**config.mk**
```make
export PLATFORM = sky130hd
export DESIGN_NAME = dtpc_core
export DESIGN_NICKNAME = d
export VERILOG_FILES = /design/src/design/dtpc_pkg.sv /design/src/design/dtpc_core.sv
export SDC_FILE = /design/constraint.sdc
export NUM_CORES = 2
export LEC_CHECK = 0
export ABC_AREA = 1
export BUFFER_PORTS_ARGS = -buffer_cell sky130_fd_sc_hd__buf_2
export CORE_MARGIN = 5
export CORE_UTILIZATION = 40
export CTS_CLUSTER_DIAMETER = 60
export CTS_CLUSTER_SIZE = 14
export DETAILED_ROUTE_END_ITERATION = 8
export SYNTH_ARGS = -nofsm -noshare
export SYNTH_HDL_FRONTEND = slang
export SYNTH_SLANG_ARGS = --single-unit
```
**constraint.sdc**
```tcl
create_clock -name i_ref_clk -period 31.4 [get_ports i_ref_clk]
set_input_delay 6.28 -clock i_ref_clk [delete_from_list [all_inputs] [get_ports i_ref_clk]]
set_output_delay 6.28 -clock i_ref_clk [all_outputs]
set_load 0.005 [all_outputs]
```
**src/design/dtpc_pkg.sv**
```systemverilog
// Package: constants and types of the DMA trigger and priority controller
package dtpc_pkg;
	// ****************************************
	// Sizes
	// ****************************************
	localparam int NCH = 8;
	localparam int CW = 3;
	localparam int DW = 16;
	localparam int AW = 5;
	localparam int NSRC = 16;
	localparam int CTL_W = 11;
	localparam int CHAIN_RING = 3;

	// ****************************************
	// Register offsets
	// ****************************************
	localparam logic [AW-1:0] ADR_GLOBAL = 5'h00;
	localparam logic [AW-1:0] ADR_DONE = 5'h01;
	localparam logic [AW-1:0] ADR_STATUS = 5'h02;
	localparam logic [AW-1:0] ADR_CTL_BASE = 5'h08;
	localparam logic [AW-1:0] ADR_CNT_BASE = 5'h10;

	// Global control bit positions
	localparam int GB_ROT = 0;
	localparam int GB_NMI = 1;
	localparam int GB_RMW = 2;
	localparam int GB_W = 3;
	// Status bit position of the busy flag, channel in the low bits
	localparam int SB_BUSY = 3;

	// ****************************************
	// Trigger source codes
	// ****************************************
	localparam logic [4:0] SRC_SWREQ = 5'h00;
	localparam logic [4:0] SRC_TMR1 = 5'h01;
	localparam logic [4:0] SRC_DAC = 5'h07;
	localparam logic [4:0] SRC_CONV = 5'h08;
	localparam logic [4:0] SRC_MPY = 5'h09;
	localparam logic [4:0] SRC_CHAIN = 5'h0a;
	localparam logic [4:0] SRC_EXT = 5'h0b;

	// Transfer mode field: bit 1 burst, bit 2 repeated, 000 single
	localparam int MB_BURST = 1;
	localparam int MB_REP = 2;
	localparam logic [2:0] MODE_SINGLE = 3'h0;
	localparam logic [2:0] MODE_REP_SINGLE = 3'h4;

	// Burst group wraps after four beats, CPU then runs two cycles
	localparam logic [1:0] BEAT_WRAP = 2'h0;
	localparam logic REL_LAST = 1'b1;
	localparam logic [DW-1:0] CNT_LAST = 16'h0001;

	// ****************************************
	// Types
	// ****************************************
	typedef struct packed {
		logic [4:0] trig_sel;
		logic sw_req;
		logic [2:0] mode;
		logic level;
		logic enable;
	} dtpc_ctl_type;

	typedef struct packed {
		logic [NSRC-1:0] flag;
		logic [NSRC-1:0] irq_en;
		logic conv_hw;
	} dtpc_periph_type;

	typedef enum logic [2:0] {
		ST_IDLE = 3'h0,
		ST_SYNC = 3'h1,
		ST_XF1 = 3'h3,
		ST_XF2 = 3'h2,
		ST_WAIT = 3'h6,
		ST_REL = 3'h7
	} dtpc_state_type;
endpackage

```
**src/design/dtpc_core.sv**
```systemverilog
// Module: DMA trigger detection, CPU halt, priority and cycle sequencing
`timescale 1ns/10ps
`default_nettype none

module dtpc_core (
	// Clock and reset
	input wire logic i_ref_clk,
	input wire logic i_reset,
	// Register port
	input wire logic [dtpc_pkg::AW-1:0] i_addr,
	input wire logic [dtpc_pkg::DW-1:0] i_wdata,
	input wire logic i_wr,
	input wire logic i_rd,
	output logic [dtpc_pkg::DW-1:0] o_rdata,
	// Trigger sources
	input wire dtpc_pkg::dtpc_periph_type i_periph,
	input wire logic i_ext_trig,
	output logic [dtpc_pkg::NSRC-1:0] o_src_clear,
	output logic o_conv_mem_read,
	// CPU handshake
	input wire logic i_bus_released,
	input wire logic i_rmw_busy,
	input wire logic i_nmi,
	output logic o_halt_req,
	output logic o_irq_hold,
	// Main clock control
	input wire logic i_mclk_off,
	output logic o_mclk_restart,
	// Transfer strobe
	output logic o_xfer_valid,
	output logic [dtpc_pkg::CW-1:0] o_xfer_chan
);
	localparam int NCH = dtpc_pkg::NCH;
	localparam int CW = dtpc_pkg::CW;
	localparam int DW = dtpc_pkg::DW;
	localparam int CHAIN_RING_M1 = dtpc_pkg::CHAIN_RING - 1;

	// ****************************************
	// Functions
	// ****************************************
	// Address falls into an eight-register bank
	function automatic logic in_bank(input logic [dtpc_pkg::AW-1:0] a,
			input logic [dtpc_pkg::AW-1:0] base);
		in_bank = (a[dtpc_pkg::AW-1:CW] == base[dtpc_pkg::AW-1:CW]);
	endfunction

	// First requester at or after the start position, circular order
	function automatic logic [CW-1:0] pick(input logic [NCH-1:0] r,
			input logic [CW-1:0] s);
		logic [CW-1:0] c;
		c = s;
		pick = s;
		for (int i = NCH - 1; i >= 0; i--) begin
			c = s + CW'(i);
			if (r[c]) begin
				pick = c;
			end
		end
	endfunction

	// Level of the selected trigger source
	function automatic logic src_level(input logic [4:0] sel,
			input dtpc_pkg::dtpc_periph_type p, input logic sw,
			input logic chain, input logic ext);
		if (sel == dtpc_pkg::SRC_SWREQ) begin
			src_level = sw;
		end else if (sel >= dtpc_pkg::SRC_TMR1 && sel <= dtpc_pkg::SRC_DAC) begin
			src_level = p.flag[sel[3:0]] & ~p.irq_en[sel[3:0]];
		end else if (sel == dtpc_pkg::SRC_CONV) begin
			src_level = p.flag[sel[3:0]] & p.conv_hw;
		end else if (sel == dtpc_pkg::SRC_MPY) begin
			src_level = p.flag[sel[3:0]];
		end else if (sel == dtpc_pkg::SRC_CHAIN) begin
			src_level = chain;
		end else if (sel == dtpc_pkg::SRC_EXT) begin
			src_level = ext;
		end else begin
			src_level = 1'b0;
		end
	endfunction

	// ****************************************
	// Declarations
	// ****************************************
	dtpc_pkg::dtpc_state_type state;
	dtpc_pkg::dtpc_ctl_type ctl [NCH];
	logic [DW-1:0] cnt [NCH];
	logic [DW-1:0] tmp [NCH];
	logic [dtpc_pkg::GB_W-1:0] gctl;
	logic [NCH-1:0] done;
	logic [NCH-1:0] lvl;
	logic [NCH-1:0] prev;
	logic [NCH-1:0] pend;
	logic [NCH-1:0] in_block;
	logic [NCH-1:0] req;
	logic [NCH-1:0] wr_ctl;
	logic [NCH-1:0] wr_cnt;
	logic [CW-1:0] act;
	logic [CW-1:0] prio_start;
	logic [CW-1:0] gch;
	logic [1:0] beat;
	logic rel_cnt;
	logic last_r;
	logic grant;
	logic start;
	logic dec;
	logic last;
	logic abort;
	logic fin;
	dtpc_pkg::dtpc_ctl_type actc;
	dtpc_pkg::dtpc_ctl_type wctl;

	// ****************************************
	// Trigger detection per channel
	// ****************************************
	assign gch = pick(req, prio_start);
	assign grant = (state == dtpc_pkg::ST_IDLE) && (|req)
		&& !(gctl[dtpc_pkg::GB_RMW] && i_rmw_busy);
	assign start = grant && (cnt[gch] != '0);
	assign actc = ctl[act];
	assign wctl = dtpc_pkg::dtpc_ctl_type'(i_wdata[dtpc_pkg::CTL_W-1:0]);
	assign dec = (state == dtpc_pkg::ST_XF2);
	assign last = (cnt[act] == dtpc_pkg::CNT_LAST);

	generate
		for (genvar n = 0; n < NCH; n++) begin : g_ch
			logic chain;
			logic rise;
			logic busy_me;
			// Chain source only exists on the first three channels
			if (n == 0) begin : g_c0
				assign chain = done[CHAIN_RING_M1];
			end else if (n < dtpc_pkg::CHAIN_RING) begin : g_cn
				assign chain = done[n-1];
			end else begin : g_cx
				assign chain = 1'b0;
			end
			assign wr_ctl[n] = i_wr && in_bank(i_addr, dtpc_pkg::ADR_CTL_BASE)
				&& (i_addr[CW-1:0] == CW'(n));
			assign wr_cnt[n] = i_wr && in_bank(i_addr, dtpc_pkg::ADR_CNT_BASE)
				&& (i_addr[CW-1:0] == CW'(n));
			assign lvl[n] = src_level(ctl[n].trig_sel, i_periph, ctl[n].sw_req,
				chain, i_ext_trig);
			assign rise = lvl[n] && !prev[n];
			// Triggers during a running block are ignored
			assign busy_me = (state != dtpc_pkg::ST_IDLE) && (act == CW'(n))
				&& (ctl[n].mode != dtpc_pkg::MODE_SINGLE)
				&& (ctl[n].mode != dtpc_pkg::MODE_REP_SINGLE);
			assign req[n] = pend[n] || (ctl[n].enable && ctl[n].level
				&& lvl[n] && cnt[n] != '0);

			// Control word: software writes, hardware self-clears
			always_ff @(posedge i_ref_clk or posedge i_reset) begin
				if (i_reset) begin
					ctl[n] <= '0;
				end else if (wr_ctl[n]) begin
					ctl[n] <= dtpc_pkg::dtpc_ctl_type'(i_wdata[dtpc_pkg::CTL_W-1:0]);
				end else begin
					if (grant && gch == CW'(n)) begin
						ctl[n].sw_req <= 1'b0;
					end
					if (dec && act == CW'(n) && last && !ctl[n].mode[dtpc_pkg::MB_REP]) begin
						ctl[n].enable <= 1'b0;
					end
				end
			end

			// Count and its reload copy
			always_ff @(posedge i_ref_clk or posedge i_reset) begin
				if (i_reset) begin
					cnt[n] <= '0;
					tmp[n] <= '0;
				end else if (wr_cnt[n]) begin
					cnt[n] <= i_wdata;
					tmp[n] <= i_wdata;
				end else if (dec && act == CW'(n)) begin
					cnt[n] <= last ? tmp[n] : cnt[n] - 1'b1;
				end
			end

			// Edge sampling and held request; a reselect arms on the next rise,
			// except the request bit, whose write is itself the event
			always_ff @(posedge i_ref_clk or posedge i_reset) begin
				if (i_reset) begin
					prev[n] <= 1'b1;
					pend[n] <= 1'b0;
				end else begin
					prev[n] <= wr_ctl[n] ? (wctl.trig_sel != dtpc_pkg::SRC_SWREQ) : lvl[n];
					if (!ctl[n].enable || wr_ctl[n]) begin
						pend[n] <= 1'b0;
					end else if (rise && !ctl[n].level && !busy_me) begin
						pend[n] <= 1'b1;
					end else if (dec && act == CW'(n) && last
							&& ctl[n].mode[dtpc_pkg::MB_BURST] && ctl[n].mode[dtpc_pkg::MB_REP]) begin
						pend[n] <= 1'b1; // Repeated burst restarts without trigger
					end else if (grant && gch == CW'(n)) begin
						pend[n] <= 1'b0;
					end
				end
			end

			// Block progress kept while a level trigger is low
			always_ff @(posedge i_ref_clk or posedge i_reset) begin
				if (i_reset) begin
					in_block[n] <= 1'b0;
				end else if (wr_ctl[n] || wr_cnt[n] || (abort && act == CW'(n))) begin
					in_block[n] <= 1'b0;
				end else if (start && gch == CW'(n)) begin
					in_block[n] <= (ctl[n].mode != dtpc_pkg::MODE_SINGLE)
						&& (ctl[n].mode != dtpc_pkg::MODE_REP_SINGLE);
				end else if (dec && act == CW'(n) && last) begin
					in_block[n] <= 1'b0;
				end
			end
		end
	endgenerate

	// ****************************************
	// Transfer sequencer
	// ****************************************
	assign abort = (state != dtpc_pkg::ST_IDLE) && ((i_nmi && gctl[dtpc_pkg::GB_NMI])
		|| (actc.mode[dtpc_pkg::MB_BURST] && !actc.enable && !last_r));
	// Service ends after the last word, after one single word, or on level drop
	assign fin = last_r || !actc.mode[dtpc_pkg::MB_BURST] && !in_block[act]
		|| (actc.level && !lvl[act]);

	// Main state register, never preempted once a channel holds it
	always_ff @(posedge i_ref_clk or posedge i_reset) begin
		if (i_reset) begin
			state <= dtpc_pkg::ST_IDLE;
			act <= '0;
		end else if (abort) begin
			state <= dtpc_pkg::ST_IDLE;
		end else begin
			case (state)
				dtpc_pkg::ST_IDLE: begin
					if (start) begin
						act <= gch;
						state <= dtpc_pkg::ST_SYNC;
					end
				end
				dtpc_pkg::ST_SYNC: begin
					if (i_bus_released) begin
						state <= dtpc_pkg::ST_XF1;
					end
				end
				dtpc_pkg::ST_XF1: begin
					state <= dtpc_pkg::ST_XF2;
				end
				dtpc_pkg::ST_XF2: begin
					state <= dtpc_pkg::ST_WAIT;
				end
				dtpc_pkg::ST_WAIT: begin
					if (fin) begin
						state <= dtpc_pkg::ST_IDLE;
					end else if (actc.mode[dtpc_pkg::MB_BURST] && beat == dtpc_pkg::BEAT_WRAP) begin
						state <= dtpc_pkg::ST_REL;
					end else begin
						state <= dtpc_pkg::ST_XF1;
					end
				end
				dtpc_pkg::ST_REL: begin
					if (rel_cnt == dtpc_pkg::REL_LAST) begin
						state <= dtpc_pkg::ST_SYNC;
					end
				end
				default: begin
					state <= dtpc_pkg::ST_IDLE;
				end
			endcase
		end
	end

	// Beat counter within a burst group, release cycle counter, last word
	always_ff @(posedge i_ref_clk or posedge i_reset) begin
		if (i_reset) begin
			beat <= '0;
			rel_cnt <= 1'b0;
			last_r <= 1'b0;
		end else begin
			if (start) begin
				beat <= '0;
			end else if (dec) begin
				beat <= beat + 1'b1;
			end
			rel_cnt <= (state == dtpc_pkg::ST_REL) ? dtpc_pkg::REL_LAST : 1'b0;
			if (dec) begin
				last_r <= last;
			end else if (state == dtpc_pkg::ST_IDLE) begin
				last_r <= 1'b0;
			end
		end
	end

	// Priority start point: follows the finished channel only when rotating
	always_ff @(posedge i_ref_clk or posedge i_reset) begin
		if (i_reset) begin
			prio_start <= '0;
		end else if (!gctl[dtpc_pkg::GB_ROT]) begin
			prio_start <= '0;
		end else if (state == dtpc_pkg::ST_WAIT && fin && !abort) begin
			prio_start <= act + 1'b1;
		end
	end

	// Done flags: hardware set wins over a software clear
	always_ff @(posedge i_ref_clk or posedge i_reset) begin
		if (i_reset) begin
			done <= '0;
		end else begin
			for (int i = 0; i < NCH; i++) begin
				if (dec && last && act == CW'(i)) begin
					done[i] <= 1'b1;
				end else if (i_wr && i_addr == dtpc_pkg::ADR_DONE && i_wdata[i]) begin
					done[i] <= 1'b0;
				end
			end
		end
	end

	// Source flag clear at start and conversion memory access strobe
	always_ff @(posedge i_ref_clk or posedge i_reset) begin
		if (i_reset) begin
			o_src_clear <= '0;
			o_conv_mem_read <= 1'b0;
		end else begin
			o_src_clear <= '0;
			if (start && ctl[gch].trig_sel >= dtpc_pkg::SRC_TMR1
					&& ctl[gch].trig_sel <= dtpc_pkg::SRC_DAC) begin
				o_src_clear[ctl[gch].trig_sel[3:0]] <= 1'b1;
			end
			o_conv_mem_read <= (state == dtpc_pkg::ST_XF1)
				&& (actc.trig_sel == dtpc_pkg::SRC_CONV);
		end
	end

	// Main clock wake for the whole service when it was stopped
	always_ff @(posedge i_ref_clk or posedge i_reset) begin
		if (i_reset) begin
			o_mclk_restart <= 1'b0;
		end else if (start && i_mclk_off) begin
			o_mclk_restart <= 1'b1;
		end else if (state == dtpc_pkg::ST_IDLE) begin
			o_mclk_restart <= 1'b0;
		end
	end

	// CPU side: halt held from sync to wait, maskable interrupts held off
	assign o_halt_req = (state == dtpc_pkg::ST_SYNC) || (state == dtpc_pkg::ST_XF1)
		|| (state == dtpc_pkg::ST_XF2) || (state == dtpc_pkg::ST_WAIT);
	assign o_irq_hold = (state != dtpc_pkg::ST_IDLE);
	assign o_xfer_valid = (state == dtpc_pkg::ST_XF1);
	assign o_xfer_chan = act;

	// ****************************************
	// Register port
	// ****************************************
	// Global control
	always_ff @(posedge i_ref_clk or posedge i_reset) begin
		if (i_reset) begin
			gctl <= '0;
		end else if (i_wr && i_addr == dtpc_pkg::ADR_GLOBAL) begin
			gctl <= i_wdata[dtpc_pkg::GB_W-1:0];
		end
	end

	// Read data one cycle after the strobe, zero elsewhere
	always_ff @(posedge i_ref_clk or posedge i_reset) begin
		if (i_reset) begin
			o_rdata <= '0;
		end else if (!i_rd) begin
			o_rdata <= '0;
		end else if (i_addr == dtpc_pkg::ADR_GLOBAL) begin
			o_rdata <= DW'(gctl);
		end else if (i_addr == dtpc_pkg::ADR_DONE) begin
			o_rdata <= DW'(done);
		end else if (i_addr == dtpc_pkg::ADR_STATUS) begin
			o_rdata <= DW'({o_irq_hold, act});
		end else if (in_bank(i_addr, dtpc_pkg::ADR_CTL_BASE)) begin
			o_rdata <= DW'(ctl[i_addr[CW-1:0]]);
		end else if (in_bank(i_addr, dtpc_pkg::ADR_CNT_BASE)) begin
			o_rdata <= cnt[i_addr[CW-1:0]];
		end else begin
			o_rdata <= '0;
		end
	end

	// ****************************************
	// Assertions
	// ****************************************
	a_word_cycles: assert property (
		@(posedge i_ref_clk) disable iff (i_reset)
		(state == dtpc_pkg::ST_XF1) && !abort ##1 !abort |-> (state == dtpc_pkg::ST_XF2))
		else $error("word transfer not two cycles");
	a_wait_follows: assert property (
		@(posedge i_ref_clk) disable iff (i_reset)
		(state == dtpc_pkg::ST_XF2) && !abort |=> (state == dtpc_pkg::ST_WAIT))
		else $error("no wait cycle after word");
	a_bus_release: assert property (
		@(posedge i_ref_clk) disable iff (i_reset)
		o_xfer_valid |-> $past(o_halt_req))
		else $error("transfer before halt");
	a_rmw_defer: assert property (
		@(posedge i_ref_clk) disable iff (i_reset)
		$rose(o_halt_req) && $past(state == dtpc_pkg::ST_IDLE)
		&& $past(gctl[dtpc_pkg::GB_RMW]) |-> !$past(i_rmw_busy))
		else $error("halt during read-modify-write");
	a_halt_now: assert property (
		@(posedge i_ref_clk) disable iff (i_reset)
		start && !gctl[dtpc_pkg::GB_RMW] && !abort |=> o_halt_req)
		else $error("halt not immediate");
	a_burst_gap: assert property (
		@(posedge i_ref_clk) disable iff (i_reset)
		$rose(state == dtpc_pkg::ST_REL) && !abort |-> !o_halt_req [*2])
		else $error("burst release shorter than two cycles");
	a_no_preempt: assert property (
		@(posedge i_ref_clk) disable iff (i_reset)
		(state != dtpc_pkg::ST_IDLE) && $past(state != dtpc_pkg::ST_IDLE) |-> $stable(act))
		else $error("running channel preempted");
	a_done_set: assert property (
		@(posedge i_ref_clk) disable iff (i_reset)
		dec && last |=> done[$past(act)] && cnt[$past(act)] == tmp[$past(act)])
		else $error("count end without reload and done");
	a_nmi_stop: assert property (
		@(posedge i_ref_clk) disable iff (i_reset)
		i_nmi && gctl[dtpc_pkg::GB_NMI] && o_irq_hold |=> !o_halt_req)
		else $error("nmi did not stop transfer");
	a_irq_held: assert property (
		@(posedge i_ref_clk) disable iff (i_reset)
		o_halt_req |-> o_irq_hold)
		else $error("interrupts open during transfer");
endmodule // dtpc_core

`default_nettype wire

```
==> flow_metrics.py <==
metrics = {
    "run_status": {
        "status": "finished clean",
    },
    "placed_design": {
        "hpwlAfterDp_mm": 79.15,
        "portBuffers": 94,
        "place_congestion": 1.009,
    },
    "sta": {
        "fmax_mhz": 95.61,
        "grt_setup_unrepaired": "false",
        "fin_crit_sh_pct": 33.31,
        "setup_tns_ns": 0,
        "skew_ns": 0.03629,
        "setup_viol_count_final": 0,
        "finalHoldViolCount": 0,
        "tightest_slew_ns": 1.190,
        "slew_headroom_pct": 20.56,
        "slew_violations": 0,
        "period_minus_slack_ns": 10.46,
    },
    "route": {
        "first_pass_iters": 6,
        "wl_per_cell_um": 23.62,
        "viasPerCell": 5.933,
        "postRouteAntennaNets": 0,
        "drc": 0,
        "vias": 27760,
        "wl_mm": 110.5,
        "drt_iter0_drc": 2943,
    },
    "synth": {
        "yosysTopAreaCell": "dfrtp_1",
        "synth_cell_type_count": 72,
        "synth.most_common_cell": "nand2_1",
        "synth_edf_count": 0,
        "yosys.area.top_type_share_pct": 38.99,
        "yosys-top-cells-area": "dfrtp_1 39%, nand2_1 14%, o21ai_0 8.0%, inv_1 4.7%, nor2_1 4.3%",
        "synthFlopType": "dfrtp_1",
        "syn_avg_cell_area_um2": 7.163,
        "async_reset_ff_share_pct": 100.0,
        "yosys-top-cells-count": "1008 x nand2_1, 431 x o21ai_0, 418 x dfrtp_1",
        "synth_seq_cells": 426,
        "synth_seq_area_share_pct": 39.78,
        "postSynthCellCount": 3745,
        "yosys_warnings": 0,
        "synth_area_mm2": 0.02682,
    },
    "worst_setup_path": {
        "worstSetupPathType": "in -> reg",
        "max_stage_delay_ns": 0.54,
        "crit_family": "simple AND/OR/NAND/NOR gates",
        "cp.arrival_ns": 11.00,
        "crit_required_ns": 31.94,
        "crit_path_max_fanout": 19,
        "critPathLaunchType": "input pin",
        "path_buf_inv": 4,
        "crit_path_frequent_cell": "nand2_1",
        "end_kind": "flip-flop",
        "slowest_stage": "nor2_4",
    },
    "finish": {
        "fin_util_pct": 44.47,
        "layout-drive-gt1-share_pct": 9.516,
        "final_nets": 3844,
        "fillers": 6985,
        "area_delta_synth_final_pct": 10.74,
    },
    "floorplan": {
        "coreArea_mm2": 0.06680,
        "die_h_um": 269.0,
        "start_util_pct": 40.16,
        "rows": 95,
        "dieWidth_um": 269.0,
        "boundaryPins": 103,
        "die_area_mm2": 0.07234,
    },
    "power": {
        "irDropWorstVdd_mv": 0.06376,
        "leakagePower_nw": 13.77,
        "power.density_mw_per_mm2": 100.2,
    },
    "grt": {
        "antenna_found_initial": 1,
        "grt_use_met1_pct": 40.65,
        "use_met2_pct": 45.27,
        "grt_max_degree": 118,
        "grt_first_pass_wirelength_mm": 164.4,
        "met3_usage_pct": 5.338,
        "overflow": 0,
        "grt_pass1_vias": 25730,
        "busiest_layer": "met2",
        "grt_usage_pct": 29.84,
    },
    "clocking": {
        "insertion_delay_ns": 0.63,
        "path_clk_slew_ns": 0.07,
        "cts_buffers": 50,
        "cts_root_buf": "clkbuf_16",
        "cts_setup_buffers": 0,
        "htree_levels": 2,
        "cts.sinks": 426,
        "cts_tree": "done",
        "clock_tree.buffer_depth": 3,
        "holdBufCountCts": 0,
        "post_cts_resized": 0,
    },
    "worst_hold_path": {
        "hold_class": "reg -> reg",
    },
    "flow_run": {
        "maxCapViolCount": 0,
    },
}
per-layer routing:
metal / vias up / part of all wire, %
li1: 12790 / -
met1: 13150 / 41
met2: 1474 / 43
met3: 345 / 9.2
met4: 0 / 6.7
met5: - / 0
registers in the layout (all words and copies together) (netlist names):
signal	count
pend	8
done	8
beat	2
last_r	1
tmp	128
o_conv_mem_read	1
rel_cnt	1
prio_start	3
o_xfer_chan	3
prev	8
gctl	3
cnt	128
ctl	88
o_src_clear	16
o_mclk_restart	1
o_rdata	16
in_block	8
state	3
through the flow:
step                worst slack, ns  area (um^2)  hold slack [ns]  instances  power, W
detailed placement            20.47        28050           0.4541       4585  0.002335
global route                  20.57        29700           0.4868       4677  0.003156
finish                        20.94        29710           0.4660       4679  0.002977
floorplan                     13.27        26850           0.4367       3753  0.001853
CTS                           21.09        29700           0.4690       4677  0.002940
global placement              20.43        28050           0.4483       4585  0.002324
worst paths after layout:
kind                         startpoint              to  slack [ns]  cells past startpoint
setup / recovery           i_periph[21]  o_src_clear[7]       20.94                     33
hold / removal                 tmp[107]        tmp[107]        0.47                      2
setup reg to reg                cnt[32]  o_src_clear[7]       25.54                     34
hold reg to reg                tmp[107]        tmp[107]        0.47                      2
max in group asynchronous       i_reset         tmp[91]       23.35                      4
min in group asynchronous       i_reset         tmp[22]        5.81                      2
cell families (layout without fill, tap and decap cells):
| group | count (synthesis) | count (layout) | share of synthesized area, % |
|---|---|---|---|
| flops | 426 | 426 | 39.78 |
| other cells | 1 | 11 | 0.01398 |
| compound gates | 986 | 986 | 22.09 |
| fa+ha+maj | 17 | 17 | 0.7929 |
| simple gates | 1680 | 1680 | 26.66 |
| xor+xnor | 71 | 71 | 2.318 |
| buf+inv | 564 | 615 | 8.349 |
placed cells by master, fill, tap and decap left out, types with 9 or more instances in the layout:
master | synthesis | routed
inv_1 | 334 | 333
nor2_2 | 10 | 12
dfrtp_1 | 418 | 417
clkinv_1 | 16 | 15
nor3_1 | 55 | 53
xor2_1 | 56 | 56
nand3_2 | 16 | 16
o21ai_1 | 12 | 12
a21oi_1 | 103 | 103
o211ai_1 | 56 | 56
a221oi_1 | 11 | 11
o2111ai_1 | 23 | 23
o311ai_0 | 24 | 24
conb_1 | 1 | 9
o221ai_1 | 45 | 45
buf_2 | 12 | 94
buf_4 | 4 | 58
o22ai_1 | 151 | 151
nand2_2 | 27 | 29
nor2_1 | 305 | 303
nand3_1 | 160 | 160
a31oi_1 | 70 | 70
or2_2 | 10 | 10
ha_1 | 17 | 17
o21ai_0 | 431 | 430
xnor2_1 | 15 | 15
clkbuf_16 | 0 | 50
inv_2 | 19 | 19
nor4_1 | 16 | 16
nand4_1 | 43 | 43
nand2_1 | 1008 | 1006
a21boi_0 | 9 | 9
a22oi_1 | 9 | 9
power breakdown:
group / switching [W] / internal, W / leakage [nW]
sequential: 0.000164 / 0.000683 / 5.44
clock: 0.000275 / 0.000324 / 0.796
combinational: 0.00108 / 0.000446 / 7.53
total: 0.00152 / 0.00145 / 13.8
worst min-delay path, cell delays in order (launching register included):
cell     delay [ns]
dfrtp_1        0.33
nand2_1        0.05
nand2_1        0.05
final cells by class:
cell class	instances	area (um^2)	share of cell area, %
Multi-Input combinational cell	2763	13970	47.02
Tap cell	873	1092	3.677
Timing Repair Buffer	152	905.9	3.049
Inverter	371	1410	4.747
Clock buffer	59	1305	4.393
Antenna cell	2	5.005	0.01685
Sequential cell	426	10670	35.92
Clock inverter	33	347.8	1.171
(Power assumes the default switching activity.)
